$ cat config.mk
export PLATFORM = sky130hd
export DESIGN_NAME = stop_mode_power_sequencer
export DESIGN_NICKNAME = d
export VERILOG_FILES = /design/src/stop_seq_pkg.sv /design/src/reg_link_if.sv /design/src/stop_mode_power_sequencer.sv /design/src/ahb_regs.sv
export SDC_FILE = /design/constraint.sdc
export NUM_CORES = 1
export LEC_CHECK = 0
export BUFFER_PORTS_ARGS = -buffer_cell sky130_fd_sc_hd__buf_2
export CAP_MARGIN = 20
export CORE_MARGIN = 4
export CORE_UTILIZATION = 50
export DETAILED_ROUTE_END_ITERATION = 10
export PLACE_DENSITY = 0.85
export REMOVE_ABC_BUFFERS = 1
export SYNTH_ARGS = -nofsm -noshare
export SYNTH_HDL_FRONTEND = slang
export SYNTH_SLANG_ARGS = --single-unit
$ cat constraint.sdc
create_clock -name hclk -period 5.02 [get_ports hclk]
set_input_delay 1.004 -clock hclk [delete_from_list [all_inputs] [get_ports hclk]]
set_output_delay 1.004 -clock hclk [all_outputs]
set_load 0.01 [all_outputs]
$ cat src/stop_seq_pkg.sv
// package: register map, field positions, reset values and states of the stop sequencer
// assumes a 32-bit AHB-Lite register bus on hclk
package stop_seq_pkg;
    // byte offsets of the registers
    localparam logic [7:0] power_mode_control_reg_off = 8'h00;
    localparam logic [7:0] irq_pin_control_reg_off = 8'h04;
    localparam logic [7:0] status_reg_off = 8'h08;
    localparam logic [7:0] stop_request_reg_off = 8'h0C;
    // power_mode_control_reg fields
    localparam int deep_stop_select_bit = 0;
    localparam int stop_entry_enable_bit = 1;
    localparam int lowvolt_detect_enable_bit = 2;
    localparam int lowvolt_detect_stop_enable_bit = 3;
    localparam int pin_latch_release_ack_bit = 4;
    localparam int clock_run_in_stop_bit = 5;
    localparam int converter_run_in_stop_bit = 6;
    localparam int wakeup_timer_run_in_stop_bit = 7;
    // irq_pin_control_reg fields
    localparam int irq_pin_function_enable_bit = 0;
    localparam int irq_pull_disable_bit = 1;
    localparam int irq_edge_high_bit = 2;
    // status register fields
    localparam int stat_deep_bit = 0;
    localparam int stat_shallow_bit = 1;
    localparam int stat_latched_bit = 2;
    localparam int stat_illegal_bit = 3;
    localparam int stat_deep_wake_bit = 4;
    // reset values
    localparam logic [7:0] pmc_reset = 8'h00;
    localparam logic [2:0] irqc_reset = 3'h0;
    // forced reset countdown start; the pulse is held one cycle more than this
    localparam int reset_pulse_cycles = 4;
    localparam logic [2:0] reset_pulse_cnt = 3'(reset_pulse_cycles);
    // number of latched I/O pins
    localparam int pin_count = 4;
    typedef enum logic [1:0] {run_st, deep_st, shallow_st} power_state_e;
endpackage

$ cat src/reg_link_if.sv
// interface: register values and events between bus slave and sequencer core
// assumes a single hclk domain
`default_nettype none
interface reg_link_if;
    import stop_seq_pkg::*;
    logic [7:0] pmc;
    logic [2:0] irqc;
    logic ack_pulse;
    logic stop_pulse;
    logic [7:0] status;
    modport bus (output pmc, output irqc, output ack_pulse, output stop_pulse, input status);
    modport core (input pmc, input irqc, input ack_pulse, input stop_pulse, output status);
endinterface
`default_nettype wire

$ cat src/stop_mode_power_sequencer.sv
// top: stop mode power sequencer with AHB-Lite registers and power/pin latch outputs
// assumes one hclk domain; stop instruction is a one-cycle pulse from the core
// How it works
// - stop without enable forces illegal opcode reset
// - deep stop needs select, enable, detector not enabled in stop
// - detector running in stop gives shallow stop
// - deep stop: logic off, RAM kept, timer optional
// - pins latched at deep entry until acknowledge
// - deep exit on reset, irq or timer
// - irq pin is active-low wake in deep
// - irq pullup only when pin function enabled
// - deep wake gives power-on reset, pins stay latched
// - shallow stop: standby, optional clock and converter
`default_nettype none
module stop_mode_power_sequencer
    import stop_seq_pkg::*;
(
    input wire logic hclk,
    input wire logic hresetn,
    input wire logic hsel,
    input wire logic [7:0] haddr,
    input wire logic [1:0] htrans,
    input wire logic hwrite,
    input wire logic [2:0] hsize,
    input wire logic hready,
    input wire logic [31:0] hwdata,
    output logic [31:0] hrdata,
    output logic hreadyout,
    output logic hresp,
    input wire logic stop_instr,
    input wire logic reset_pin_n,
    input wire logic irq_pin,
    input wire logic wakeup_timer_irq,
    input wire logic [pin_count-1:0] pin_out_live,
    output logic [pin_count-1:0] pin_out_held,
    output logic pins_latched,
    output logic core_power_on,
    output logic core_standby,
    output logic ram_standby,
    output logic regulator_standby,
    output logic clock_gen_run,
    output logic converter_run,
    output logic wakeup_timer_run,
    output logic irq_pullup_en,
    output logic force_reset,
    output logic illegal_opcode_reset,
    output logic por_reset
);
    reg_link_if link ();

    ahb_regs u_regs (
        .hclk(hclk),
        .hresetn(hresetn),
        .hsel(hsel),
        .haddr(haddr),
        .htrans(htrans),
        .hwrite(hwrite),
        .hready(hready),
        .hwdata(hwdata),
        .hrdata(hrdata),
        .link(link)
    );

    assign hreadyout = 1'b1; // zero wait states
    assign hresp = 1'b0;

    power_state_e state_ff;
    logic latched_ff;
    logic illegal_ff;
    logic por_ff;
    logic force_ff;
    logic [2:0] rst_cnt_ff;
    logic deep_wake_ff;
    logic core_on_ff, core_sb_ff, ram_sb_ff, reg_sb_ff;
    logic clk_run_ff, conv_run_ff, tmr_run_ff, pullup_ff;

    //////////////////////////////////////////////////////////////////////////
    // stop decode
    wire stop_now = (stop_instr || link.stop_pulse) && state_ff == run_st;
    wire stop_ok = link.pmc[stop_entry_enable_bit];
    wire lvd_in_stop = link.pmc[lowvolt_detect_enable_bit]
        && link.pmc[lowvolt_detect_stop_enable_bit];
    wire go_illegal = stop_now && !stop_ok;
    wire go_deep = stop_now && stop_ok && link.pmc[deep_stop_select_bit]
        && !lvd_in_stop;
    wire go_shallow = stop_now && stop_ok && !go_deep;
    // deep stop ignores irq edge config: low level always wakes
    wire irq_deep_wake = !irq_pin;
    // shallow wake honours the configured polarity
    wire irq_asserted = link.irqc[irq_edge_high_bit] ? irq_pin : !irq_pin;
    wire deep_wake = !reset_pin_n || irq_deep_wake || wakeup_timer_irq;
    wire shallow_wake = !reset_pin_n || wakeup_timer_irq
        || (link.irqc[irq_pin_function_enable_bit] && irq_asserted);
    wire wake_deep_now = state_ff == deep_st && deep_wake;

    //////////////////////////////////////////////////////////////////////////
    // power state
    always_ff @(posedge hclk or negedge hresetn) begin
        if (!hresetn) state_ff <= run_st;
        else begin
            unique case (state_ff)
                run_st: begin
                    if (go_deep) state_ff <= deep_st;
                    else if (go_shallow) state_ff <= shallow_st;
                end
                deep_st: if (deep_wake) state_ff <= run_st;
                shallow_st: if (shallow_wake) state_ff <= run_st;
                default: state_ff <= run_st;
            endcase
        end
    end

    // pin latches: captured on deep entry, held until acknowledge
    always_ff @(posedge hclk or negedge hresetn) begin
        if (!hresetn) begin
            latched_ff <= 1'b0;
        end else if (go_deep) begin
            latched_ff <= 1'b1;
        end else if (link.ack_pulse && state_ff == run_st) begin
            latched_ff <= 1'b0;
        end
    end

    // pins follow live values unless latched; shallow holds them too
    genvar gi;
    generate
        for (gi = 0; gi < pin_count; gi++) begin : g_pin
            logic pin_ff;
            wire hold = latched_ff || state_ff == shallow_st;
            always_ff @(posedge hclk or negedge hresetn) begin
                if (!hresetn) pin_ff <= 1'b0;
                else if (!hold && !go_deep && !go_shallow) pin_ff <= pin_out_live[gi];
            end
            assign pin_out_held[gi] = pin_ff;
        end
    endgenerate

    //////////////////////////////////////////////////////////////////////////
    // forced reset pulse; a deep wake resets peripherals as power-on
    // but the pin latch is outside it, so pins survive
    always_ff @(posedge hclk or negedge hresetn) begin
        if (!hresetn) begin
            rst_cnt_ff <= 3'h0;
            force_ff <= 1'b0;
            illegal_ff <= 1'b0;
            por_ff <= 1'b0;
        end else if (go_illegal || wake_deep_now) begin
            rst_cnt_ff <= reset_pulse_cnt;
            illegal_ff <= go_illegal;
            por_ff <= wake_deep_now;
            force_ff <= 1'b1;
        end else if (rst_cnt_ff != 3'h0) begin
            rst_cnt_ff <= rst_cnt_ff - 3'h1;
        end else begin
            illegal_ff <= 1'b0;
            por_ff <= 1'b0;
            force_ff <= 1'b0;
        end
    end

    // sticky status of the last deep wake, cleared by pin acknowledge
    always_ff @(posedge hclk or negedge hresetn) begin
        if (!hresetn) deep_wake_ff <= 1'b0;
        else if (wake_deep_now) deep_wake_ff <= 1'b1;
        else if (link.ack_pulse) deep_wake_ff <= 1'b0;
    end

    //////////////////////////////////////////////////////////////////////////
    // power domain controls, registered from the next state
    wire nxt_deep = go_deep || (state_ff == deep_st && !deep_wake);
    wire nxt_shallow = go_shallow || (state_ff == shallow_st && !shallow_wake);
    always_ff @(posedge hclk or negedge hresetn) begin
        if (!hresetn) begin
            core_on_ff <= 1'b1;
            core_sb_ff <= 1'b0;
            ram_sb_ff <= 1'b0;
            reg_sb_ff <= 1'b0;
            clk_run_ff <= 1'b1;
            conv_run_ff <= 1'b1;
            tmr_run_ff <= 1'b1;
        end else begin
            core_on_ff <= !nxt_deep;
            core_sb_ff <= nxt_shallow;
            ram_sb_ff <= nxt_deep || nxt_shallow;
            reg_sb_ff <= nxt_deep || nxt_shallow;
            clk_run_ff <= nxt_deep ? 1'b0 : nxt_shallow
                ? link.pmc[clock_run_in_stop_bit] : 1'b1;
            conv_run_ff <= nxt_deep ? 1'b0 : nxt_shallow
                ? link.pmc[converter_run_in_stop_bit] : 1'b1;
            tmr_run_ff <= (nxt_deep || nxt_shallow)
                ? link.pmc[wakeup_timer_run_in_stop_bit] : 1'b1;
        end
    end

    // pullup never forced on by deep stop
    always_ff @(posedge hclk or negedge hresetn) begin
        if (!hresetn) pullup_ff <= 1'b0;
        else pullup_ff <= link.irqc[irq_pin_function_enable_bit]
            && !link.irqc[irq_pull_disable_bit];
    end

    // status: software saves state before deep entry and restores before ack
    assign link.status = {3'h0, deep_wake_ff, illegal_ff, latched_ff,
        state_ff == shallow_st, state_ff == deep_st};

    assign pins_latched = latched_ff;
    assign core_power_on = core_on_ff;
    assign core_standby = core_sb_ff;
    assign ram_standby = ram_sb_ff;
    assign regulator_standby = reg_sb_ff;
    assign clock_gen_run = clk_run_ff;
    assign converter_run = conv_run_ff;
    assign wakeup_timer_run = tmr_run_ff;
    assign irq_pullup_en = pullup_ff;
    assign force_reset = force_ff;
    assign illegal_opcode_reset = illegal_ff;
    assign por_reset = por_ff;
endmodule
`default_nettype wire

$ cat src/ahb_regs.sv
// AHB-Lite slave holding the mode control and pin control registers
// assumes single word transfers; zero wait states, always OKAY
`default_nettype none
module ahb_regs
    import stop_seq_pkg::*;
(
    input wire logic hclk,
    input wire logic hresetn,
    input wire logic hsel,
    input wire logic [7:0] haddr,
    input wire logic [1:0] htrans,
    input wire logic hwrite,
    input wire logic hready,
    input wire logic [31:0] hwdata,
    output logic [31:0] hrdata,
    reg_link_if.bus link
);
    logic [7:0] pmc_ff;
    logic [2:0] irqc_ff;
    logic wr_ff;
    logic [7:0] addr_ff;
    logic [31:0] hrdata_ff;

    // address phase capture
    wire take = hsel && htrans[1] && hready;
    wire wr_pmc = wr_ff && addr_ff == power_mode_control_reg_off;
    wire wr_irqc = wr_ff && addr_ff == irq_pin_control_reg_off;
    wire wr_stop = wr_ff && addr_ff == stop_request_reg_off;
    // read select on the address phase, so the data phase shows it from a flop
    wire [31:0] rd_mux = haddr == power_mode_control_reg_off ? {24'h000000, pmc_ff} :
        haddr == irq_pin_control_reg_off ? {29'h00000000, irqc_ff} :
        haddr == status_reg_off ? {24'h000000, link.status} : 32'h00000000;

    always_ff @(posedge hclk or negedge hresetn) begin
        if (!hresetn) begin
            wr_ff <= 1'b0;
            addr_ff <= 8'h00;
        end else begin
            wr_ff <= take && hwrite;
            addr_ff <= take ? haddr : addr_ff;
        end
    end

    // ack bit is write-only: stored as zero, only pulses
    always_ff @(posedge hclk or negedge hresetn) begin
        if (!hresetn) begin
            pmc_ff <= pmc_reset;
            irqc_ff <= irqc_reset;
        end else begin
            if (wr_pmc) pmc_ff <= hwdata[7:0] & 8'hEF;
            if (wr_irqc) irqc_ff <= hwdata[2:0];
        end
    end

    // read data registered for the data phase
    always_ff @(posedge hclk or negedge hresetn) begin
        if (!hresetn) hrdata_ff <= 32'h00000000;
        else if (take && !hwrite) hrdata_ff <= rd_mux;
    end

    assign hrdata = hrdata_ff;
    assign link.pmc = pmc_ff;
    assign link.irqc = irqc_ff;
    assign link.ack_pulse = wr_pmc && hwdata[pin_latch_release_ack_bit];
    assign link.stop_pulse = wr_stop && hwdata[0];
endmodule
`default_nettype wire

* Word-level counts from Yosys, hierarchy flattened
Cells that the tools add are included.
** Cells by class
- Add/subtract/negate cells :: 1
- Shifts and indexed selects :: 0
- Eq/ne operators :: 10
- Reductions and logical operators :: 54
- Divide/modulo/power cells :: 0
- Bitwise operators :: 0
- Multipliers :: 0
- Magnitude comparators :: 0
- Multiplexer cells :: 24
** Operators with widths (count)
- 32-bit two-way mux :: 2
- 1-bit logical AND :: 24
- 8-bit by 3-bit equality test with 1-bit output (second input constant) :: 2
- 8-bit by 4-bit equality test with 1-bit output (second input constant) :: 2
- 8-bit logical NOT :: 2
- 1-bit two-way mux :: 14
- 1-bit logical NOT :: 12
- 1-bit logical OR :: 10
- 2-bit two-way mux :: 4
- 3-bit two-way mux :: 2
- 2-bit != test (second input constant) :: 3
- 2-bit one-hot mux with 3 select lines :: 1
- 2-bit nonzero test :: 3
- 5-bit two-way mux :: 1
- 3-bit != test (second input constant) :: 1
- 3-bit AND reduction :: 1
- 3-bit nonzero test :: 1
- 3-bit by 1-bit subtractor with 3-bit output (second input constant) :: 1
- 2-bit by 1-bit equality test with 1-bit output (second input constant) :: 1
- 2-bit equality test (second input constant) :: 1
- 2-bit logical NOT :: 1
** Word-level totals
- Memories kept :: 0
- ROM bits :: 0
- Bits in writable memories :: 0
- Output and inout bits :: 50
- Logic and storage cells :: 112
- Bits in latches :: 0
- Input bits :: 58
- Flip-flop bits (word level) :: 72

* Longest topological paths before layout
- Depth after elaboration :: 13
- Gate-level depth with buffers :: 6
- Depth with buffers taken out :: 6

* Cells and area by module
Synthesis repeated with hierarchy kept, for this count alone.
** Unflattened totals
- Cells, all modules :: 206
- Area, all modules :: 2384.8 µm²
** By module, submodules not included
- ahb_regs :: times used 1, area each 1418.9 µm², cells an instance 121, sequential area each 675.6 µm²
- stop_mode_power_sequencer :: times used 1, area each 965.9 µm², cells an instance 85, sequential area each 530.5 µm²

* Least setup slack after synthesis
No wires, ideal clock.
- Kind :: input to register
- Start :: in haddr[5]
- End :: reg u_regs.hrdata_ff[5], in the netlist u_regs.hrdata[5]
- Path slack :: 2.728 ns
- Arrival time :: 2.200 ns
- Library setup time :: 0.092 ns
- Path buffers :: 0
- Stages :: 3
- Required time :: 4.928 ns
- Path through :: or4_1 or4_4 o31ai_2
** Between the ends
- Word-level cells in the longest chain between the ends :: 2
** RTL lines
- start, declared :: line stop_mode_power_sequencer.sv:21 : input wire logic [7:0] haddr,
- 8-bit logical NOT :: line ahb_regs.sv:30 : wire [31:0] rd_mux = haddr == power_mode_control_reg_off ? {24'h000000, pmc_ff} :
- 32-bit two-way mux :: line ahb_regs.sv:30
- end signal, assigned :: line ahb_regs.sv:58 : else if (take && !hwrite) hrdata_ff <= rd_mux;
- end, declared :: line ahb_regs.sv:22 : logic [31:0] hrdata_ff;
No other way between the ends.
A chain may end at the register's enable or synchronous reset.

* Final worst setup path
- Start :: in hready
- End :: reg u_regs.hrdata_ff[1], in the netlist u_regs.hrdata[1]
** Between the ends
- Word-level cells in the longest chain between the ends :: 2
** RTL lines
- start, declared :: line stop_mode_power_sequencer.sv:25 : input wire logic hready,
- 1-bit logical AND :: line ahb_regs.sv:25 : wire take = hsel && htrans[1] && hready;
- 1-bit logical AND :: line ahb_regs.sv:58
No other way between the ends.

==> out/results.tsv <==
stage	metric	value	unit
run_status	status	complete, no violations	
worst_setup_path	startpoint_type	input port	
floorplanning	num_io_pins	108	
clock_tree	clock-root-buffer	clkbuf_8	
synthesis	ys_async_sr_fraction	100	%
timing	drv_slew	0	
pwr	power.leakage	1.28	nW
floorplanning	core_area	0.00441	mm²
job	maxCapViolCount	0	
synthesis	ys_warn_count	0	
pwr	ir_worst_vdd	0.153	mV
floorplanning	dieHeight	76.1	µm
placed_design	io_buffers	53	
synthesis	synth-main-ff-cell	dfrtp_1	
grt	grt_use_total	15.4	%
timing	tightest_slew	0.595	ns
min_path	min_path_cells	2	
timing	tns	0	ns
layout	diodes	0	
drt	vias	1556	
layout	final_common_cell	buf_2	
grt	grt_pass1_vias	1548	
worst_setup_path	arrival	2.62	ns
grt	grt_start_max_net_pins	49	
synthesis	post-synth-top-area-cell	dfrtp_1	
min_path	hp-start	u_regs.hrdata[6]	
synthesis	syn-instance-count	204	
synthesis	ys_ff_latch	48	
placed_design	dp_hpwl	3410	µm
drt	drc_errors	0	
synthesis	ys_seq_area_share	52.0	%
clock_tree	clock_latency	0.29	ns
worst_setup_path	critical_path_class	input port to register	
timing	period_needed	2.41	ns
synthesis	yosysTopAreaCellShare	47.5	%
worst_setup_path	crit_fanout	11	
layout	drive_gt1_share	37.9	%
synthesis	synth_edf_count	0	
drt	viasPerCell	5.05	
drt	first_iter_violations	66	
layout	area_delta_synth_final	12.8	%
clock_tree	clock-sinks	48	
clock_tree	h-tree-depth	2	
grt	grt_pass1_wl	7150	µm
drt	ant_nets	0	
timing	hold_viol_final	0	
timing	clock_skew	0.00484	ns
layout	fillerInstances	381	
timing	holdWs	0.489	ns
timing	slew_headroom	60.3	%
drt	wl_per_cell	14.3	µm
layout	final_cell_mix	buf_2, dfrtp_1, conb_1	
floorplanning	rows	24	
timing	finalSetupViolations	0	
clock_tree	hold_buffers	0	
worst_setup_path	timing.rr.start	u_regs.addr_ff[4]	
timing	fmax	415	MHz
clock_tree	cts_buffers	5	
drt	firstDrtPassIters	4	
layout	fin_nets	315	
clock_tree	path_clk_slew	0.08	ns
floorplanning	die-area	0.00579	mm²
timing	rsz0062_at_grt	no	
synthesis	synth_area_per_cell	11.4	µm²
worst_setup_path	end_kind	register	
clock_tree	cts_tree	built	
floorplanning	die_x	76.1	µm
worst_setup_path	required	5.24	ns
grt	antenna_found_initial	0	
worst_setup_path	cp-startpoint	hready	
placed_design	gp_congestion	0.790	
pwr	powerDensity	335	mW/mm²
min_path	hold_path_class	register to register	
clock_tree	cts_resized	0	
drt	wirelength	4410	µm
clock_tree	cts_setup_buffers	0	
synthesis	syn_area	0.00232	mm²
synthesis	ys_types	40	
clock_tree	cts_buffer_depth	2	
floorplanning	start_util	52.6	%
synthesis	ys_top_cells_by_area	dfrtp_1, mux2_2, buf_4, dfstp_2, nand2_1	
grt	grt_overflow	0	
timing	finalCritPeriodShare	48.0	%
worst_setup_path	r2r_cells	4	
Yosys cell counts (2+ instances only):
library cell and count:
inv_1 4, mux2_2 23, a21o_1 2, mux2i_1 4, a2bb2oi_1 2, nand2b_1 4, a21oi_1 2, o31ai_2 4
o21ai_0 7, clkbuf_1 3, nor3_1 4, nor2b_1 5, o22ai_1 2, nand2_1 22, ha_1 2, dfstp_2 4
nor2_1 8, o2bb2ai_1 2, conb_1 2, buf_4 31, or4_1 2, dfrtp_1 44, nand3_1 4
final cells by class:
| type | instances | area [µm²] | area share, % |
|---|---|---|---|
| Clock buffer | 8 | 90.1 | 3.44 |
| Inverter | 4 | 15.0 | 0.574 |
| Multi-Input combinational cell | 141 | 940 | 35.9 |
| Sequential cell | 48 | 1210 | 46.1 |
| Tap cell | 52 | 65.1 | 2.49 |
| Timing Repair Buffer | 55 | 300 | 11.5 |
registers in the layout (all words and copies together) (netlist names), 2 cells and up:
name,flops
g_pin.pin_ff,4
rst_cnt_ff,3
state_ff,2
u_regs.addr_ff,8
u_regs.hrdata,8
u_regs.link.irqc,3
u_regs.link.pmc,7
critical path: stages:
cell and delay [ns]:
buf_2 0.08, nand3_1 0.34, nand2b_1 0.45, or4_1 0.57, o21ai_0 0.19
layer usage:
layer	vias up	GRT usage [%]	wire (µm)
met2	60	25.5	2140
met3	5	5.08	292
met5	-	0	0
met1	740	18.4	1890
met4	0	5.77	80
li1	751	-	-
stage by stage:
| step | std cells | setup WS (ns) | utilization (%) | instance area (µm²) | total power (W) |
|---|---|---|---|---|---|
| floorplan | 193 | 2.64 | - | 2160 | 0.000585 |
| global placement | 299 | 2.35 | 56.6 | 2500 | 0.000641 |
| detailed placement | 299 | 2.28 | 56.6 | 2500 | 0.000652 |
| CTS | 307 | 2.63 | 58.6 | 2590 | 0.000883 |
| global route | 308 | 2.47 | 59.3 | 2620 | 0.000923 |
| finish | 308 | 2.61 | 59.3 | 2620 | 0.000875 |
final timing paths:
kind                                     end  slack (ns)
hold / removal              u_regs.hrdata[6]        0.49
max in group asynchronous        force_reset        3.79
min in group asynchronous  u_regs.addr_ff[0]        0.70
setup reg to reg             g_pin[1].pin_ff        3.10
hold reg to reg             u_regs.hrdata[6]        0.49
setup / recovery            u_regs.hrdata[1]        2.61
where the power goes:
group          leakage, nW  internal (W)  switching, W
logic                0.630     0.0000871     0.0000917
registers            0.601      0.000436     0.0000311
clock network       0.0455      0.000112      0.000117
cells by family (layout without fill, tap and decap cells):
family                     after synthesis  after routing  synth area share (%)
AOI/OAI and AO/OA                       26             26                  8.36
muxes                                   27             27                  12.9
other                                    2             26                 0.324
xor gates and xnor gates                 2              2                 0.755
DFF                                     48             48                  52.0
adders and majority gates                2              2                  1.08
buffers and inverters                   39             67                  11.4
and+or+nand+nor                         58             58                  13.2
Power figures use the tool's default switching activity.
